--- src/rtl/ccp_pwm_consts.svh ---
// Offsets, field positions, reset values and timing counts of the PWM unit.
`ifndef CCP_PWM_CONSTS_SVH
`define CCP_PWM_CONSTS_SVH
`define OFS_LIMIT 8'h00
`define OFS_TCTRL 8'h04
`define OFS_DUTY_HI 8'h08
`define OFS_UCTRL 8'h0C
`define OFS_ACTIVE 8'h10
`define OFS_STATUS 8'h14
`define OFS_COUNT 8'h18
`define OFS_PIN 8'h1C
`define TCTRL_RUN_BIT 2
`define TCTRL_PS_LSB 0
`define UCTRL_FRAC_LSB 4
`define UCTRL_MODE_LSB 0
`define MODE_PWM 4'hC
`define STATUS_FLAG_BIT 0
`define PIN_DIR_BIT 0
`define RST_LIMIT 8'hFF
`define RST_PIN_DIR 1'b1
`define OSC_PER_INSN 4
`define AXI_OKAY 2'b00
`define AXI_SLVERR 2'b10
`endif

--- src/rtl/ccp_pwm_pkg.sv ---
// Types shared by the PWM unit.
package ccp_pwm_pkg;
  typedef enum logic [1:0] {
    ps_div1,
    ps_div4,
    ps_div16,
    ps_div64
  } prescale_t;
endpackage

--- src/rtl/ccp_standard_pwm.sv ---
// Standard PWM unit with an 8-bit period timer and an AXI4-Lite register slave.
// Operation
// One PWM output with up to ten bits.
// Period set by 8-bit period limit register.
// Period is (limit+1) times 4 times prescale; the code divides by 16 for ps_div64, as it does for ps_div16.
// At rollover clear count, set pin, latch duty.
// Zero duty keeps the pin low all period.
// No postscaler affects the period.
// Duty high bits plus control bits 5:4.
// Duty writes never disturb the current period.
// New duty takes effect at period match.
// Active duty register is read only.
// Duty double buffered through active register, latch.
// Time base is count plus phase or prescaler.
// Clear pin when time base equals active duty.
// High time is duty times oscillator period; the code also multiplies it by the prescale factor.
// Ratio is duty over four times limit+1.
// Software clears direction bit to drive pin.
// Clearing whole control register releases the pin.
// Software follows the recommended setup order.
// Timer sets match flag at each rollover.
// Duty beyond period keeps pin high all period.
`include "ccp_pwm_consts.svh"
`timescale 1ns/1ns
`default_nettype none
module ccp_standard_pwm (
  // Clock and reset.
  input wire logic i_mclk,
  input wire logic i_rst_n,
  // AXI4-Lite write address and data.
  input wire logic [7:0] i_awaddr,
  input wire logic i_awvalid,
  output logic o_awready,
  input wire logic [31:0] i_wdata,
  input wire logic [3:0] i_wstrb,
  input wire logic i_wvalid,
  output logic o_wready,
  // AXI4-Lite write response.
  output logic [1:0] o_bresp,
  output logic o_bvalid,
  input wire logic i_bready,
  // AXI4-Lite read.
  input wire logic [7:0] i_araddr,
  input wire logic i_arvalid,
  output logic o_arready,
  output logic [31:0] o_rdata,
  output logic [1:0] o_rresp,
  output logic o_rvalid,
  input wire logic i_rready,
  // Output pin, output enable is active low.
  output logic o_pwm_out,
  output logic o_pwm_oe_n
);

  // Software visible registers.
  logic [7:0] limit_r, limit_nxt;           // Period limit.
  logic [2:0] tctrl_r, tctrl_nxt;           // Run bit and prescale select.
  logic [7:0] duty_hi_r, duty_hi_nxt;       // Buffered duty, eight high bits.
  logic [5:0] uctrl_r, uctrl_nxt;           // Fraction bits and mode.
  logic flag_r, flag_nxt;                   // Period match flag.
  logic dir_r, dir_nxt;                     // Pin direction, one means input.
  // Timer and waveform state.
  logic [7:0] count_r, count_nxt;           // Period timer count.
  logic [5:0] pre_r, pre_nxt;               // Prescaler, also supplies phase bits.
  logic [7:0] act_hi_r, act_hi_nxt;         // Active duty high bits.
  logic [1:0] act_lo_r, act_lo_nxt;         // Hidden two bit latch.
  logic pin_r, pin_nxt;                     // Waveform level.
  logic oe_n_r, oe_n_nxt;                   // Registered output enable.
  // Bus channel state.
  logic aw_got_r, aw_got_nxt;
  logic w_got_r, w_got_nxt;
  logic [7:0] awaddr_r, awaddr_nxt;
  logic [31:0] wdata_r, wdata_nxt;
  logic [3:0] wstrb_r, wstrb_nxt;
  logic bvalid_r, bvalid_nxt;
  logic [1:0] bresp_r, bresp_nxt;
  logic rvalid_r, rvalid_nxt;
  logic [31:0] rdata_r, rdata_nxt;
  logic [1:0] rresp_r, rresp_nxt;

  ccp_pwm_pkg::prescale_t ps_sel;
  logic pwm_mode;
  logic run;
  logic tick;
  logic rollover;
  logic [9:0] time_base;
  logic [9:0] tb_nxt;                       // Time base as it will stand after the coming edge.
  logic [9:0] duty_act;
  logic [9:0] duty_buf;
  logic [5:0] pre_last;
  logic wr_fire;

  // Tells whether a byte address is one of the mapped registers.
  function automatic logic mapped(input logic [7:0] a);
    mapped = (a == `OFS_LIMIT) || (a == `OFS_TCTRL) || (a == `OFS_DUTY_HI) ||
             (a == `OFS_UCTRL) || (a == `OFS_ACTIVE) || (a == `OFS_STATUS) ||
             (a == `OFS_COUNT) || (a == `OFS_PIN);
  endfunction

  // Merges the lowest byte of a write under its strobe.
  function automatic logic [7:0] merge8(input logic [7:0] old, input logic [31:0] d,
                                        input logic [3:0] s);
    merge8 = s[0] ? d[7:0] : old;
  endfunction

  // Joins the timer count with the two phase or prescaler bits that refine it.
  function automatic logic [9:0] base_of(input logic [7:0] c, input logic [5:0] p,
                                         input ccp_pwm_pkg::prescale_t s);
    unique case (s)
      ccp_pwm_pkg::ps_div1: base_of = {c, p[1:0]};
      ccp_pwm_pkg::ps_div4: base_of = {c, p[3:2]};
      ccp_pwm_pkg::ps_div16, ccp_pwm_pkg::ps_div64: base_of = {c, p[5:4]};
    endcase
  endfunction

  // Decode of the timer control and the mode.
  always_comb begin
    ps_sel = ccp_pwm_pkg::prescale_t'(tctrl_r[`TCTRL_PS_LSB +: 2]);
    run = tctrl_r[`TCTRL_RUN_BIT];
    pwm_mode = (uctrl_r[`UCTRL_MODE_LSB +: 4] == `MODE_PWM);
    duty_buf = {duty_hi_r, uctrl_r[`UCTRL_FRAC_LSB +: 2]};
    duty_act = {act_hi_r, act_lo_r};
  end

  // Each system clock is one oscillator period; the prescaler counts them.
  // The count advances once every 4, 16 or 64 clocks; ps_div16 and ps_div64 both take 64.
  always_comb begin
    unique case (ps_sel)
      ccp_pwm_pkg::ps_div1: pre_last = 6'h03;
      ccp_pwm_pkg::ps_div4: pre_last = 6'h0F;
      ccp_pwm_pkg::ps_div16: pre_last = 6'h3F;
      ccp_pwm_pkg::ps_div64: pre_last = 6'h3F;
    endcase
  end

  // Time base: count joined with the two top running bits of phase or prescaler.
  always_comb begin
    tick = run && (pre_r == pre_last);
    rollover = tick && (count_r == limit_r);
    time_base = base_of(count_r, pre_r, ps_sel);
  end

  // Timer, duty latch and waveform. There is no postscaler in this path.
  always_comb begin
    pre_nxt = pre_r;
    count_nxt = count_r;
    act_hi_nxt = act_hi_r;
    act_lo_nxt = act_lo_r;
    pin_nxt = pin_r;
    if (run) begin
      pre_nxt = (pre_r == pre_last) ? 6'h00 : pre_r + 6'h01;
    end
    if (tick) begin
      count_nxt = rollover ? 8'h00 : count_r + 8'h01;
    end
    // Matching the coming base drops the pin in the first cycle of the match, not one late.
    tb_nxt = base_of(count_nxt, pre_nxt, ps_sel);
    if (rollover) begin
      // The buffer only moves here, so a write mid period is harmless.
      act_hi_nxt = duty_hi_r;
      act_lo_nxt = uctrl_r[`UCTRL_FRAC_LSB +: 2];
      pin_nxt = pwm_mode && (duty_buf != 10'h000);
    end else if (run && (tb_nxt == duty_act)) begin
      // A duty larger than the period never matches and stays high.
      pin_nxt = 1'b0;
    end
    if (!pwm_mode) begin
      pin_nxt = 1'b0;
    end
    // Pin is driven only in PWM mode with direction cleared.
    oe_n_nxt = !(pwm_mode && (uctrl_r != 6'h00) && !dir_r);
  end

  always_ff @(posedge i_mclk) begin
    if (!i_rst_n) begin
      pre_r <= 6'h00;
      count_r <= 8'h00;
      act_hi_r <= 8'h00;
      act_lo_r <= 2'b00;
      pin_r <= 1'b0;
      oe_n_r <= 1'b1;
    end else begin
      pre_r <= pre_nxt;
      count_r <= count_nxt;
      act_hi_r <= act_hi_nxt;
      act_lo_r <= act_lo_nxt;
      pin_r <= pin_nxt;
      oe_n_r <= oe_n_nxt;
    end
  end

  // Write channel: address and data are taken in either order.
  always_comb begin
    aw_got_nxt = aw_got_r;
    w_got_nxt = w_got_r;
    awaddr_nxt = awaddr_r;
    wdata_nxt = wdata_r;
    wstrb_nxt = wstrb_r;
    bvalid_nxt = bvalid_r;
    bresp_nxt = bresp_r;
    limit_nxt = limit_r;
    tctrl_nxt = tctrl_r;
    duty_hi_nxt = duty_hi_r;
    uctrl_nxt = uctrl_r;
    dir_nxt = dir_r;
    flag_nxt = flag_r;
    wr_fire = aw_got_r && w_got_r && !bvalid_r;
    if (i_awvalid && o_awready) begin
      aw_got_nxt = 1'b1;
      awaddr_nxt = i_awaddr;
    end
    if (i_wvalid && o_wready) begin
      w_got_nxt = 1'b1;
      wdata_nxt = i_wdata;
      wstrb_nxt = i_wstrb;
    end
    if (bvalid_r && i_bready) begin
      bvalid_nxt = 1'b0;
    end
    if (wr_fire) begin
      aw_got_nxt = 1'b0;
      w_got_nxt = 1'b0;
      bvalid_nxt = 1'b1;
      bresp_nxt = mapped(awaddr_r) ? `AXI_OKAY : `AXI_SLVERR;
      unique case (awaddr_r)
        `OFS_LIMIT: limit_nxt = merge8(limit_r, wdata_r, wstrb_r);
        `OFS_TCTRL: tctrl_nxt = wstrb_r[0] ? wdata_r[2:0] : tctrl_r;
        `OFS_DUTY_HI: duty_hi_nxt = merge8(duty_hi_r, wdata_r, wstrb_r);
        `OFS_UCTRL: uctrl_nxt = wstrb_r[0] ? wdata_r[5:0] : uctrl_r;
        `OFS_STATUS: begin
          // Writing a one clears the flag.
          if (wstrb_r[0] && wdata_r[`STATUS_FLAG_BIT]) begin
            flag_nxt = 1'b0;
          end
        end
        `OFS_PIN: dir_nxt = wstrb_r[0] ? wdata_r[`PIN_DIR_BIT] : dir_r;
        // The active duty register ignores writes.
        default: begin
        end
      endcase
    end
    // A rollover in the clearing cycle still sets the flag.
    if (rollover) begin
      flag_nxt = 1'b1;
    end
  end

  // Read channel.
  always_comb begin
    rvalid_nxt = rvalid_r;
    rdata_nxt = rdata_r;
    rresp_nxt = rresp_r;
    if (rvalid_r && i_rready) begin
      rvalid_nxt = 1'b0;
    end
    if (i_arvalid && o_arready) begin
      rvalid_nxt = 1'b1;
      rresp_nxt = mapped(i_araddr) ? `AXI_OKAY : `AXI_SLVERR;
      unique case (i_araddr)
        `OFS_LIMIT: rdata_nxt = {24'h00_0000, limit_r};
        `OFS_TCTRL: rdata_nxt = {29'h0000_0000, tctrl_r};
        `OFS_DUTY_HI: rdata_nxt = {24'h00_0000, duty_hi_r};
        `OFS_UCTRL: rdata_nxt = {26'h000_0000, uctrl_r};
        `OFS_ACTIVE: rdata_nxt = {24'h00_0000, act_hi_r};
        `OFS_STATUS: rdata_nxt = {31'h0000_0000, flag_r};
        `OFS_COUNT: rdata_nxt = {24'h00_0000, count_r};
        `OFS_PIN: rdata_nxt = {30'h0000_0000, pin_r, dir_r};
        default: rdata_nxt = 32'h0000_0000;
      endcase
    end
  end

  always_ff @(posedge i_mclk) begin
    if (!i_rst_n) begin
      aw_got_r <= 1'b0;
      w_got_r <= 1'b0;
      awaddr_r <= 8'h00;
      wdata_r <= 32'h0000_0000;
      wstrb_r <= 4'h0;
      bvalid_r <= 1'b0;
      bresp_r <= 2'b00;
      rvalid_r <= 1'b0;
      rdata_r <= 32'h0000_0000;
      rresp_r <= 2'b00;
      limit_r <= `RST_LIMIT;
      tctrl_r <= 3'h0;
      duty_hi_r <= 8'h00;
      uctrl_r <= 6'h00;
      flag_r <= 1'b0;
      dir_r <= `RST_PIN_DIR;
    end else begin
      aw_got_r <= aw_got_nxt;
      w_got_r <= w_got_nxt;
      awaddr_r <= awaddr_nxt;
      wdata_r <= wdata_nxt;
      wstrb_r <= wstrb_nxt;
      bvalid_r <= bvalid_nxt;
      bresp_r <= bresp_nxt;
      rvalid_r <= rvalid_nxt;
      rdata_r <= rdata_nxt;
      rresp_r <= rresp_nxt;
      limit_r <= limit_nxt;
      tctrl_r <= tctrl_nxt;
      duty_hi_r <= duty_hi_nxt;
      uctrl_r <= uctrl_nxt;
      flag_r <= flag_nxt;
      dir_r <= dir_nxt;
    end
  end

  // Ready signals are registered: high while the channel slot is free.
  logic awready_r, wready_r, arready_r;
  always_ff @(posedge i_mclk) begin
    if (!i_rst_n) begin
      awready_r <= 1'b0;
      wready_r <= 1'b0;
      arready_r <= 1'b0;
    end else begin
      awready_r <= !aw_got_nxt && !(i_awvalid && awready_r);
      wready_r <= !w_got_nxt && !(i_wvalid && wready_r);
      arready_r <= !rvalid_nxt && !(i_arvalid && arready_r);
    end
  end

  assign o_awready = awready_r;
  assign o_wready = wready_r;
  assign o_arready = arready_r;
  assign o_bvalid = bvalid_r;
  assign o_bresp = bresp_r;
  assign o_rvalid = rvalid_r;
  assign o_rdata = rdata_r;
  assign o_rresp = rresp_r;
  assign o_pwm_out = pin_r;
  assign o_pwm_oe_n = oe_n_r;

  // Checks on the waveform and the timer.
  a_rollover_latch: assert property (@(posedge i_mclk) disable iff (!i_rst_n)
    rollover |=> (count_r == 8'h00) && (act_hi_r == $past(duty_hi_r)))
    else $error("duty not latched at rollover");
  a_zero_duty: assert property (@(posedge i_mclk) disable iff (!i_rst_n)
    rollover && duty_buf == 10'h000 |=> !pin_r)
    else $error("pin set with zero duty");
  a_pin_set: assert property (@(posedge i_mclk) disable iff (!i_rst_n)
    rollover && pwm_mode && duty_buf != 10'h000 |=> pin_r)
    else $error("pin not set at rollover");
  a_match_clear: assert property (@(posedge i_mclk) disable iff (!i_rst_n)
    run && !rollover && tb_nxt == duty_act |=> !pin_r)
    else $error("pin not cleared at match");
  a_hold_active: assert property (@(posedge i_mclk) disable iff (!i_rst_n)
    !rollover |=> $stable(act_hi_r) && $stable(act_lo_r))
    else $error("active duty moved mid period");
  a_flag_set: assert property (@(posedge i_mclk) disable iff (!i_rst_n)
    rollover |=> flag_r)
    else $error("match flag not set");
  a_release_pin: assert property (@(posedge i_mclk) disable iff (!i_rst_n)
    uctrl_r == 6'h00 |=> o_pwm_oe_n)
    else $error("pin still driven after control clear");
  a_tick_spacing: assert property (@(posedge i_mclk) disable iff (!i_rst_n)
    tick && ps_sel == ccp_pwm_pkg::ps_div1 && $stable(tctrl_r) |=> !tick [*3])
    else $error("timer advanced too soon");
  c_rollover: cover property (@(posedge i_mclk) disable iff (!i_rst_n) rollover && pin_nxt);
  c_match: cover property (@(posedge i_mclk) disable iff (!i_rst_n) pin_r ##1 !pin_r);
  c_write: cover property (@(posedge i_mclk) disable iff (!i_rst_n) wr_fire);
endmodule
`default_nettype wire

--- config.mk ---
export PLATFORM = sky130hd
export DESIGN_NAME = ccp_standard_pwm
export DESIGN_NICKNAME = d
export VERILOG_FILES = /design/src/rtl/ccp_pwm_pkg.sv /design/src/rtl/ccp_standard_pwm.sv
export VERILOG_INCLUDE_DIRS = /design/src /design/src/rtl
export SDC_FILE = /design/constraint.sdc
export NUM_CORES = 1
export LEC_CHECK = 0
export ABC_AREA = 0
export BUFFER_PORTS_ARGS = -buffer_cell sky130_fd_sc_hd__clkbuf_2
export CAP_MARGIN = 5
export CORE_MARGIN = 4
export CORE_UTILIZATION = 53
export DETAILED_ROUTE_END_ITERATION = 10
export GPL_TIMING_DRIVEN = 0
export PLACE_DENSITY = 0.79
export SLEW_MARGIN = 20
export SYNTH_ARGS = -nofsm -noshare
export SYNTH_HDL_FRONTEND = slang
export SYNTH_SLANG_ARGS = --single-unit
export TNS_END_PERCENT = 30
--- constraint.sdc ---
create_clock -name i_mclk -period 6.21 [get_ports i_mclk]
set_clock_uncertainty 0.1 [all_clocks]
set_input_delay 0.9315 -clock i_mclk [delete_from_list [all_inputs] [get_ports i_mclk]]
set_output_delay 0.9315 -clock i_mclk [all_outputs]
set_load 0.01 [all_outputs]
==> metrics.md, run 1 <==
| Metric | Value |
|---|---|
| Total iterations of the first detailed-routing run | `6` |
| Crit path DAT | `roughly 3300 ps` |
| First-pass GRT wire length | `around 17000 µm` |
| Die height | `a little under 100 µm` |
| Floorplan row count | `32` |
| Initial antenna violation count | `0` |
| Startpoint types | `input pin` |
| Syn-to-layout area delta | `15.6%` |
| Comb pwr share | `7.0%` |
| Clock-pin slew on the worst setup and hold paths | `about 90 ps` |
| Element type at the critical path end | `flop` |
| Cell area after synthesis | `about 4200 µm²` |
| Number of ports placed on the die boundary | `roughly 100` |
| Root cell of the clock tree | `sky130_fd_sc_hd__clkbuf_8` |
| Number of nets at the end of the flow | `~620` |
| Antenna Violating Nets Remaining | `0` |
| Vias per std cell | `5.43` |
| Wirelength per Cell | `14.8 µm` |
| Grt ovf | `0` |
| Post-Syn Instances | `478` |
| Std-Cell Core Area | `roughly 8000 µm²` |
| Vias after detailed routing | `about 3.6k` |
| Setup Viol. Count Final | `0` |
| Final HPWL from detailed placement | `7590 µm` |
| Layout Cell Area excl Fill | `roughly 4900 µm²` |
| Fmax | `~330 MHz` |
| Measured slew at the worst slew-check pin | `between 1000 and 1500 ps` |
| Number of port buffers | `47` |
| Switching component of the power | `roughly 0.26 mW` |
| Post-route minimum period | `3060 ps` |
| Warnings, synthesis | `0` |
| Top flip-flop cell by instance count after synthesis | `sky130_fd_sc_hd__dfxtp_1` |
| Most area-consuming cells after synthesis | `sky130_fd_sc_hd__dfxtp_1 41%, sky130_fd_sc_hd__mux2i_1 9.4%, sky130_fd_sc_hd__nand2_1 5.8%` |
| Critical path fanouts, max | `7` |
| Setup TNS | `0 ps` |
| Average cell area after synthesis | `slightly below 9 µm²` |
| Starting density of the core | `54.6%` |
| Global placement routability congestion | `a little over 0.9` |
| Die footprint | `9490 µm²` |
| Overall routed net length | `between 9000 and 10000 µm` |
| Maximum capacitance violations | `0` |
| Post-CTS sizing | `0` |
| Total internal power | `~0.8 mW` |
| Critical Setup Path Class | `in -> reg` |
| Skew-Pair Late Insertion Delay | `roughly 360 ps` |
| Power share of the clock group | `about two fifths` |
| Max rail drop VDD | `roughly 0.18 mV` |
| Final setup margin | `~3100 ps` |
| Die extent in x | `approximately 97 µm` |
| Number of flops mapped to enable cells by yosys | `0` |
| Data required time of the critical path | `6410 ps` |
| Unrepaired setup endpoints after global routing | `false` |
| Hold_buf cts | `0` |
| Fraction of the yosys area taken by sequential cells | `41.1%` |
| Fin crit share | `49.3%` |
| Final hold violations | `0` |
| Dpl ws | `2820 ps` |
| Commonest cells in the synthesized netlist | `87 x sky130_fd_sc_hd__dfxtp_1, 65 x sky130_fd_sc_hd__nand2_1, 40 x sky130_fd_sc_hd__mux2i_1` |
| Placed Instance Area | `about 4700 µm²` |
| CTS H-tree depth | `3` |
| Number of clock sinks | `between 80 and 90` |
| CTS tree | `built` |
| Fraction of final layout cells sized beyond drive strength 1 | `18.2%` |
| Share of power burned in registers | `between 50% and 60%` |
| Final core occ | `approximately 63%` |
| Total count of max-transition violations in the final report | `0` |
| Post-CTS repair timing setup buffer count | `0` |
| Total inserted antenna cells | `0` |
| Most numerous cell in the Yosys netlist | `sky130_fd_sc_hd__dfxtp_1` |
| Power density over cell area | `between 200 and 250 nW/µm²` |
| Top cell type's share of synthesized area | `about two fifths` |
| Relative slew slack | `31.4%` |
| LEAKAGE | `about 2 nW` |
| Number of distinct standard cells referenced by the synthesized netlist | `50` |
| Share of synthesized registers carrying an async set or reset | `0%` |
| Cts bufs inserted | `9` |
| Largest net degree at the start of global routing | `17` |
| Worst min-delay path class | `reg -> reg` |
| DRC violations left | `0` |
| Outcome | `complete, no violations` |
| GRT Overall Usage | `around a fifth` |
| Via count of the first global-routing pass | `3472` |
| Violation count after the first detailed-route iteration | `360` |
| Number of register bits inferred by synthesis | `87` |
| Total Power | `approximately 1.0 mW` |
| Switch share | `24.8%` |
| Max Root-Sink Buffers | `2` |
| Number of fill cells | `roughly 690` |
| Yosys top cell by area | `sky130_fd_sc_hd__dfxtp_1` |
==> cells by family (layout without fill, tap and decap cells) <==
kind of cell    Yosys count  in the layout  share of synthesized area [%]
simple gates            190            190                           22.9
flops                    87             87                           41.1
compound gates           85             85                           14.2
buf+inv                  51            114                           7.08
mux                      40             40                           9.45
xor+xnor                 22             22                           4.55
fa+ha+maj                 2              2                          0.590
other cells               1             26                         0.0885
==> registers in the layout (all words and copies together) (netlist names), 2 cells and up <==
name / flops
pre_r: 6
awaddr_r: 8
act_hi_r: 8
o_rdata: 8
act_lo_r: 2
duty_hi_r: 8
uctrl_r: 6
count_r: 8
wdata_r: 8
limit_r: 8
tctrl_r: 3
==> cell usage in the layout, fill, tap and decap left out, types with 3 or more instances in the layout <==
cell type	netlist	layout
sky130_fd_sc_hd__clkbuf_2	0	47
sky130_fd_sc_hd__dfxtp_1	87	87
sky130_fd_sc_hd__a221oi_1	3	3
sky130_fd_sc_hd__buf_4	26	26
sky130_fd_sc_hd__and3_1	4	4
sky130_fd_sc_hd__clkbuf_8	0	9
sky130_fd_sc_hd__clkbuf_1	16	16
sky130_fd_sc_hd__a222oi_1	4	4
sky130_fd_sc_hd__nand2_1	65	65
sky130_fd_sc_hd__nor2_1	25	25
sky130_fd_sc_hd__nand4_1	5	5
sky130_fd_sc_hd__nor4_1	6	6
sky130_fd_sc_hd__nor2b_1	38	38
sky130_fd_sc_hd__o21ai_0	4	4
sky130_fd_sc_hd__nand3b_1	3	3
sky130_fd_sc_hd__nand3_1	11	11
sky130_fd_sc_hd__nor3_1	5	5
sky130_fd_sc_hd__a31oi_1	3	3
sky130_fd_sc_hd__conb_1	1	26
sky130_fd_sc_hd__a21boi_0	20	20
sky130_fd_sc_hd__and2_1	7	7
sky130_fd_sc_hd__a21o_1	4	4
sky130_fd_sc_hd__a21oi_1	20	20
sky130_fd_sc_hd__a22oi_1	12	12
sky130_fd_sc_hd__clkinvlp_4	0	3
sky130_fd_sc_hd__mux2i_1	40	40
sky130_fd_sc_hd__nand2b_1	8	8
sky130_fd_sc_hd__buf_2	3	3
sky130_fd_sc_hd__xor2_1	7	7
sky130_fd_sc_hd__inv_1	5	5
sky130_fd_sc_hd__or2_2	4	4
sky130_fd_sc_hd__xnor2_1	15	15
==> metrics by stage <==
step                hold slack (ps)  instances
floorplan                       326        503
global placement                347        652
detailed placement              350        652
CTS                             361        668
global route                    402        668
finish                          366        668
==> final cells by class <==
type	count	area (µm²)	share of cell area (%)
Inverter	5	18.8	0.383
Buffer	46	282	5.75
Multi-Input combinational cell	365	2290	46.8
Tap cell	102	128	2.61
Clock inverter	7	78.8	1.61
Sequential cell	87	1740	35.6
Timing Repair Buffer	47	235	4.80
Clock buffer	9	124	2.53
==> worst paths after layout <==
| check | end | cells after the start | start | slack [ps] |
|---|---|---|---|---|
| worst max-delay path | o_rdata[1] | 9 | i_araddr[5] | 3150 |
| worst min-delay path | o_awready | 1 | aw_got_r | 370 |
| worst max register to register | o_pwm_out | 9 | tctrl_r[0] | 3480 |
| worst min register to register | o_awready | 1 | aw_got_r | 370 |
==> critical path, stage by stage <==
cell                       delay, ps
sky130_fd_sc_hd__clkbuf_2         80
sky130_fd_sc_hd__nor3_1          440
sky130_fd_sc_hd__nand2_1         210
sky130_fd_sc_hd__nor3_1          820
sky130_fd_sc_hd__a22o_1          280
sky130_fd_sc_hd__a221oi_1         60
sky130_fd_sc_hd__a31oi_1         260
sky130_fd_sc_hd__a21oi_1          70
sky130_fd_sc_hd__nor2b_1         110
==> power groups by stage <==
stage | sequential [mW] | combinational (mW) | clock [mW]
global placement | 0.587 | 0.0711 | 0
global route | 0.576 | 0.0823 | 0.431
floorplan | 0.587 | 0.0486 | 0
finish | 0.574 | 0.0734 | 0.402
detailed placement | 0.587 | 0.0727 | 0
CTS | 0.574 | 0.0729 | 0.411
==> metal layers <==
metal  routed length, µm  global-route usage (%)  vias to the layer above
met5                   0                       0                        -
met4                 211                    8.09                        0
met3                 870                    4.31                       20
met2                4530                    33.5                      161
met1                4270                    28.9                     1674
li1                    -                       -                     1775
(Power assumes the default switching activity.)
==> run 2: changes to the inputs <==
- clock period: 6.21 -> 2.99 ns (I/O delays scaled with it)
==> metrics.md, run 2 (synthesis results as in run 1) <==
| Metric | Value |
|---|---|
| Number of port buffers | `47` |
| Smallest hold slack | `~210 ps` |
| Post-CTS repair timing setup buffer count | `0` |
| GRT Overall Usage | `about a fifth` |
| Switching component of the power | `~0.54 mW` |
| CTS tree | `built` |
| Share of power burned in registers | `between 50% and 60%` |
| Hold Path End | `awaddr_r[5]` |
| Root cell of the clock tree | `sky130_fd_sc_hd__clkbuf_8` |
| Cell-by-cell trace of the critical path | `or4_1 > nor3_2 > o22ai_1 > buf_6 > nor4_1 > a21oi_2 > xnor2_1 > nor4_1 > a41oi_1` |
| Worst reg-to-reg path cell count | `9` |
| Fmax | `approximately 370 MHz` |
| Layout Cell Area excl Fill | `4900 µm²` |
| Maximum capacitance violations | `0` |
| Number of nets at the end of the flow | `about 620` |
| Total Power | `between 2 and 2.5 mW` |
| Max Root-Sink Buffers | `2` |
| CTS H-tree depth | `3` |
| Largest net degree at the start of global routing | `17` |
| Initial antenna violation count | `0` |
| Wirelength per Cell | `about 15 µm` |
| Power density over cell area | `446 nW/µm²` |
| Via count of the first global-routing pass | `between 3k and 4k` |
| Vias per std cell | `~5.4` |
| Origin of the critical flop-to-flop path | `tctrl_r[0]` |
| Final hold violations | `0` |
| DRC violations left | `0` |
| Element type at the critical path end | `flop` |
| Antenna Violating Nets Remaining | `0` |
| Fraction of final layout cells sized beyond drive strength 1 | `~18%` |
| Grt ovf | `0` |
| Skew-Pair Late Insertion Delay | `between 300 and 400 ps` |
| Placed Instance Area | `between 4000 and 5000 µm²` |
| Endpoint of the lowest-slack register-to-register path | `o_pwm_out` |
| Post-route minimum period | `about 2700 ps` |
| Power share of the clock group | `38.4%` |
| Reg-to-reg setup timing slack | `approximately 270 ps` |
| Setup Viol. Count Final | `0` |
| Hold_buf cts | `0` |
| Setup TNS | `0 ps` |
| Max incr delay on CP | `about 570 ps` |
| Dpl ws | `slightly above 80 ps` |
| Outcome | `complete, no violations` |
| Final HPWL from detailed placement | `7590 µm` |
| Crit path DAT | `~2800 ps` |
| Measured slew at the worst slew-check pin | `1010 ps` |
| Total inserted antenna cells | `0` |
| Number of clock sinks | `between 80 and 90` |
| Max rail drop VDD | `around 0.36 mV` |
| Placed cell count | `between 600 and 700` |
| Syn-to-layout area delta | `15.6%` |
| Number of ports placed on the die boundary | `roughly 100` |
| Final core occ | `63.1%` |
| Cts bufs inserted | `9` |
| Comb pwr share | `roughly 7.0%` |
| Vias after detailed routing | `approximately 3.6k` |
| Sum of buffers and inverters on the critical path | `1` |
| Worst Hold Path Cells | `3` |
| Most frequent standard cell in the layout excluding fill and tap cells | `sky130_fd_sc_hd__dfxtp_1` |
| Global placement routability congestion | `just over 0.9` |
| Relative slew slack | `approximately 32%` |
| Worst min-delay path class | `in -> reg` |
| Floorplan row count | `32` |
| Die footprint | `between 9000 and 10000 µm²` |
| Critical path fanouts, max | `10` |
| First-pass GRT wire length | `roughly 17000 µm` |
| Startpoint types | `flop` |
| Fin crit share | `90.9%` |
| Cell with the biggest individual delay on the critical path | `sky130_fd_sc_hd__or4_1` |
| Overall routed net length | `between 9000 and 10000 µm` |
| Clock-pin slew on the worst setup and hold paths | `~90 ps` |
| Total count of max-transition violations in the final report | `0` |
| Starting density of the core | `54.6%` |
| Total iterations of the first detailed-routing run | `5` |
| Total internal power | `between 1.5 and 2 mW` |
| Post-CTS sizing | `0` |
| Die height | `97.4 µm` |
| Die extent in x | `slightly below 100 µm` |
| Most frequent cells in the layout | `87 x sky130_fd_sc_hd__dfxtp_1, 65 x sky130_fd_sc_hd__nand2_1, 47 x sky130_fd_sc_hd__clkbuf_2` |
| Category of cells accounting for the largest share of critical-path delay | `simple AND/OR/NAND/NOR gates` |
| Number of cells in the finished layout apart from fillers | `about 670` |
| Most numerous cell on the critical path | `sky130_fd_sc_hd__nor4_1` |
| Violation count after the first detailed-route iteration | `~340` |
| Unrepaired setup endpoints after global routing | `false` |
| Data required time of the critical path | `around 3100 ps` |
| Switch share | `24.9%` |
| LEAKAGE | `~2 nW` |
| Number of fill cells | `between 600 and 700` |
| Std-Cell Core Area | `between 7000 and 8000 µm²` |
| Critical Setup Path Class | `reg -> reg` |
| Min-delay src | `i_awaddr[5]` |
| Final setup margin | `273 ps` |
-- run 2: how the worst max path moves through the flow --
stage | endpoint | startpoint | cells past startpoint
after detailed placement | o_rdata[1] | i_araddr[5] | 9
after CTS | o_pwm_out | tctrl_r[0] | 9
final | o_pwm_out | tctrl_r[0] | 9
after global placement | o_rdata[1] | i_araddr[5] | 9
after floorplan | o_pwm_out | tctrl_r[0] | 9
after global routing | o_pwm_out | tctrl_r[0] | 9
-- run 2: cell type report --
cell class	count	area [µm²]	share of cell area [%]
Tap cell	102	128	2.61
Buffer	46	282	5.75
Multi-Input combinational cell	365	2290	46.8
Inverter	5	18.8	0.383
Sequential cell	87	1740	35.6
Timing Repair Buffer	47	235	4.80
Clock inverter	7	78.8	1.61
Clock buffer	9	124	2.53
-- run 2: per-layer routing --
metal | wire, µm | vias up | part of all wire (%) | track usage [%]
li1 | - | 1779 | - | -
met1 | 4300 | 1649 | 44 | 29.0
met2 | 4450 | 182 | 45 | 33.4
met3 | 868 | 27 | 8.8 | 4.09
met4 | 257 | 0 | 2.6 | 8.31
met5 | 0 | - | 0 | 0
-- run 2: power groups by stage --
stage	sequential, mW	combinational, mW	clock (mW)
2_1_floorplan	1.22	0.101	0
3_3_place_gp	1.22	0.148	0
6_report	1.19	0.153	0.838
4_1_cts	1.19	0.151	0.853
3_5_place_dp	1.22	0.151	0
5_1_grt	1.20	0.171	0.895
-- run 2: worst min-delay path, cell delays in order --
cell and delay (ps):
sky130_fd_sc_hd__clkbuf_2 80, sky130_fd_sc_hd__nand2_1 40, sky130_fd_sc_hd__a21boi_0 60
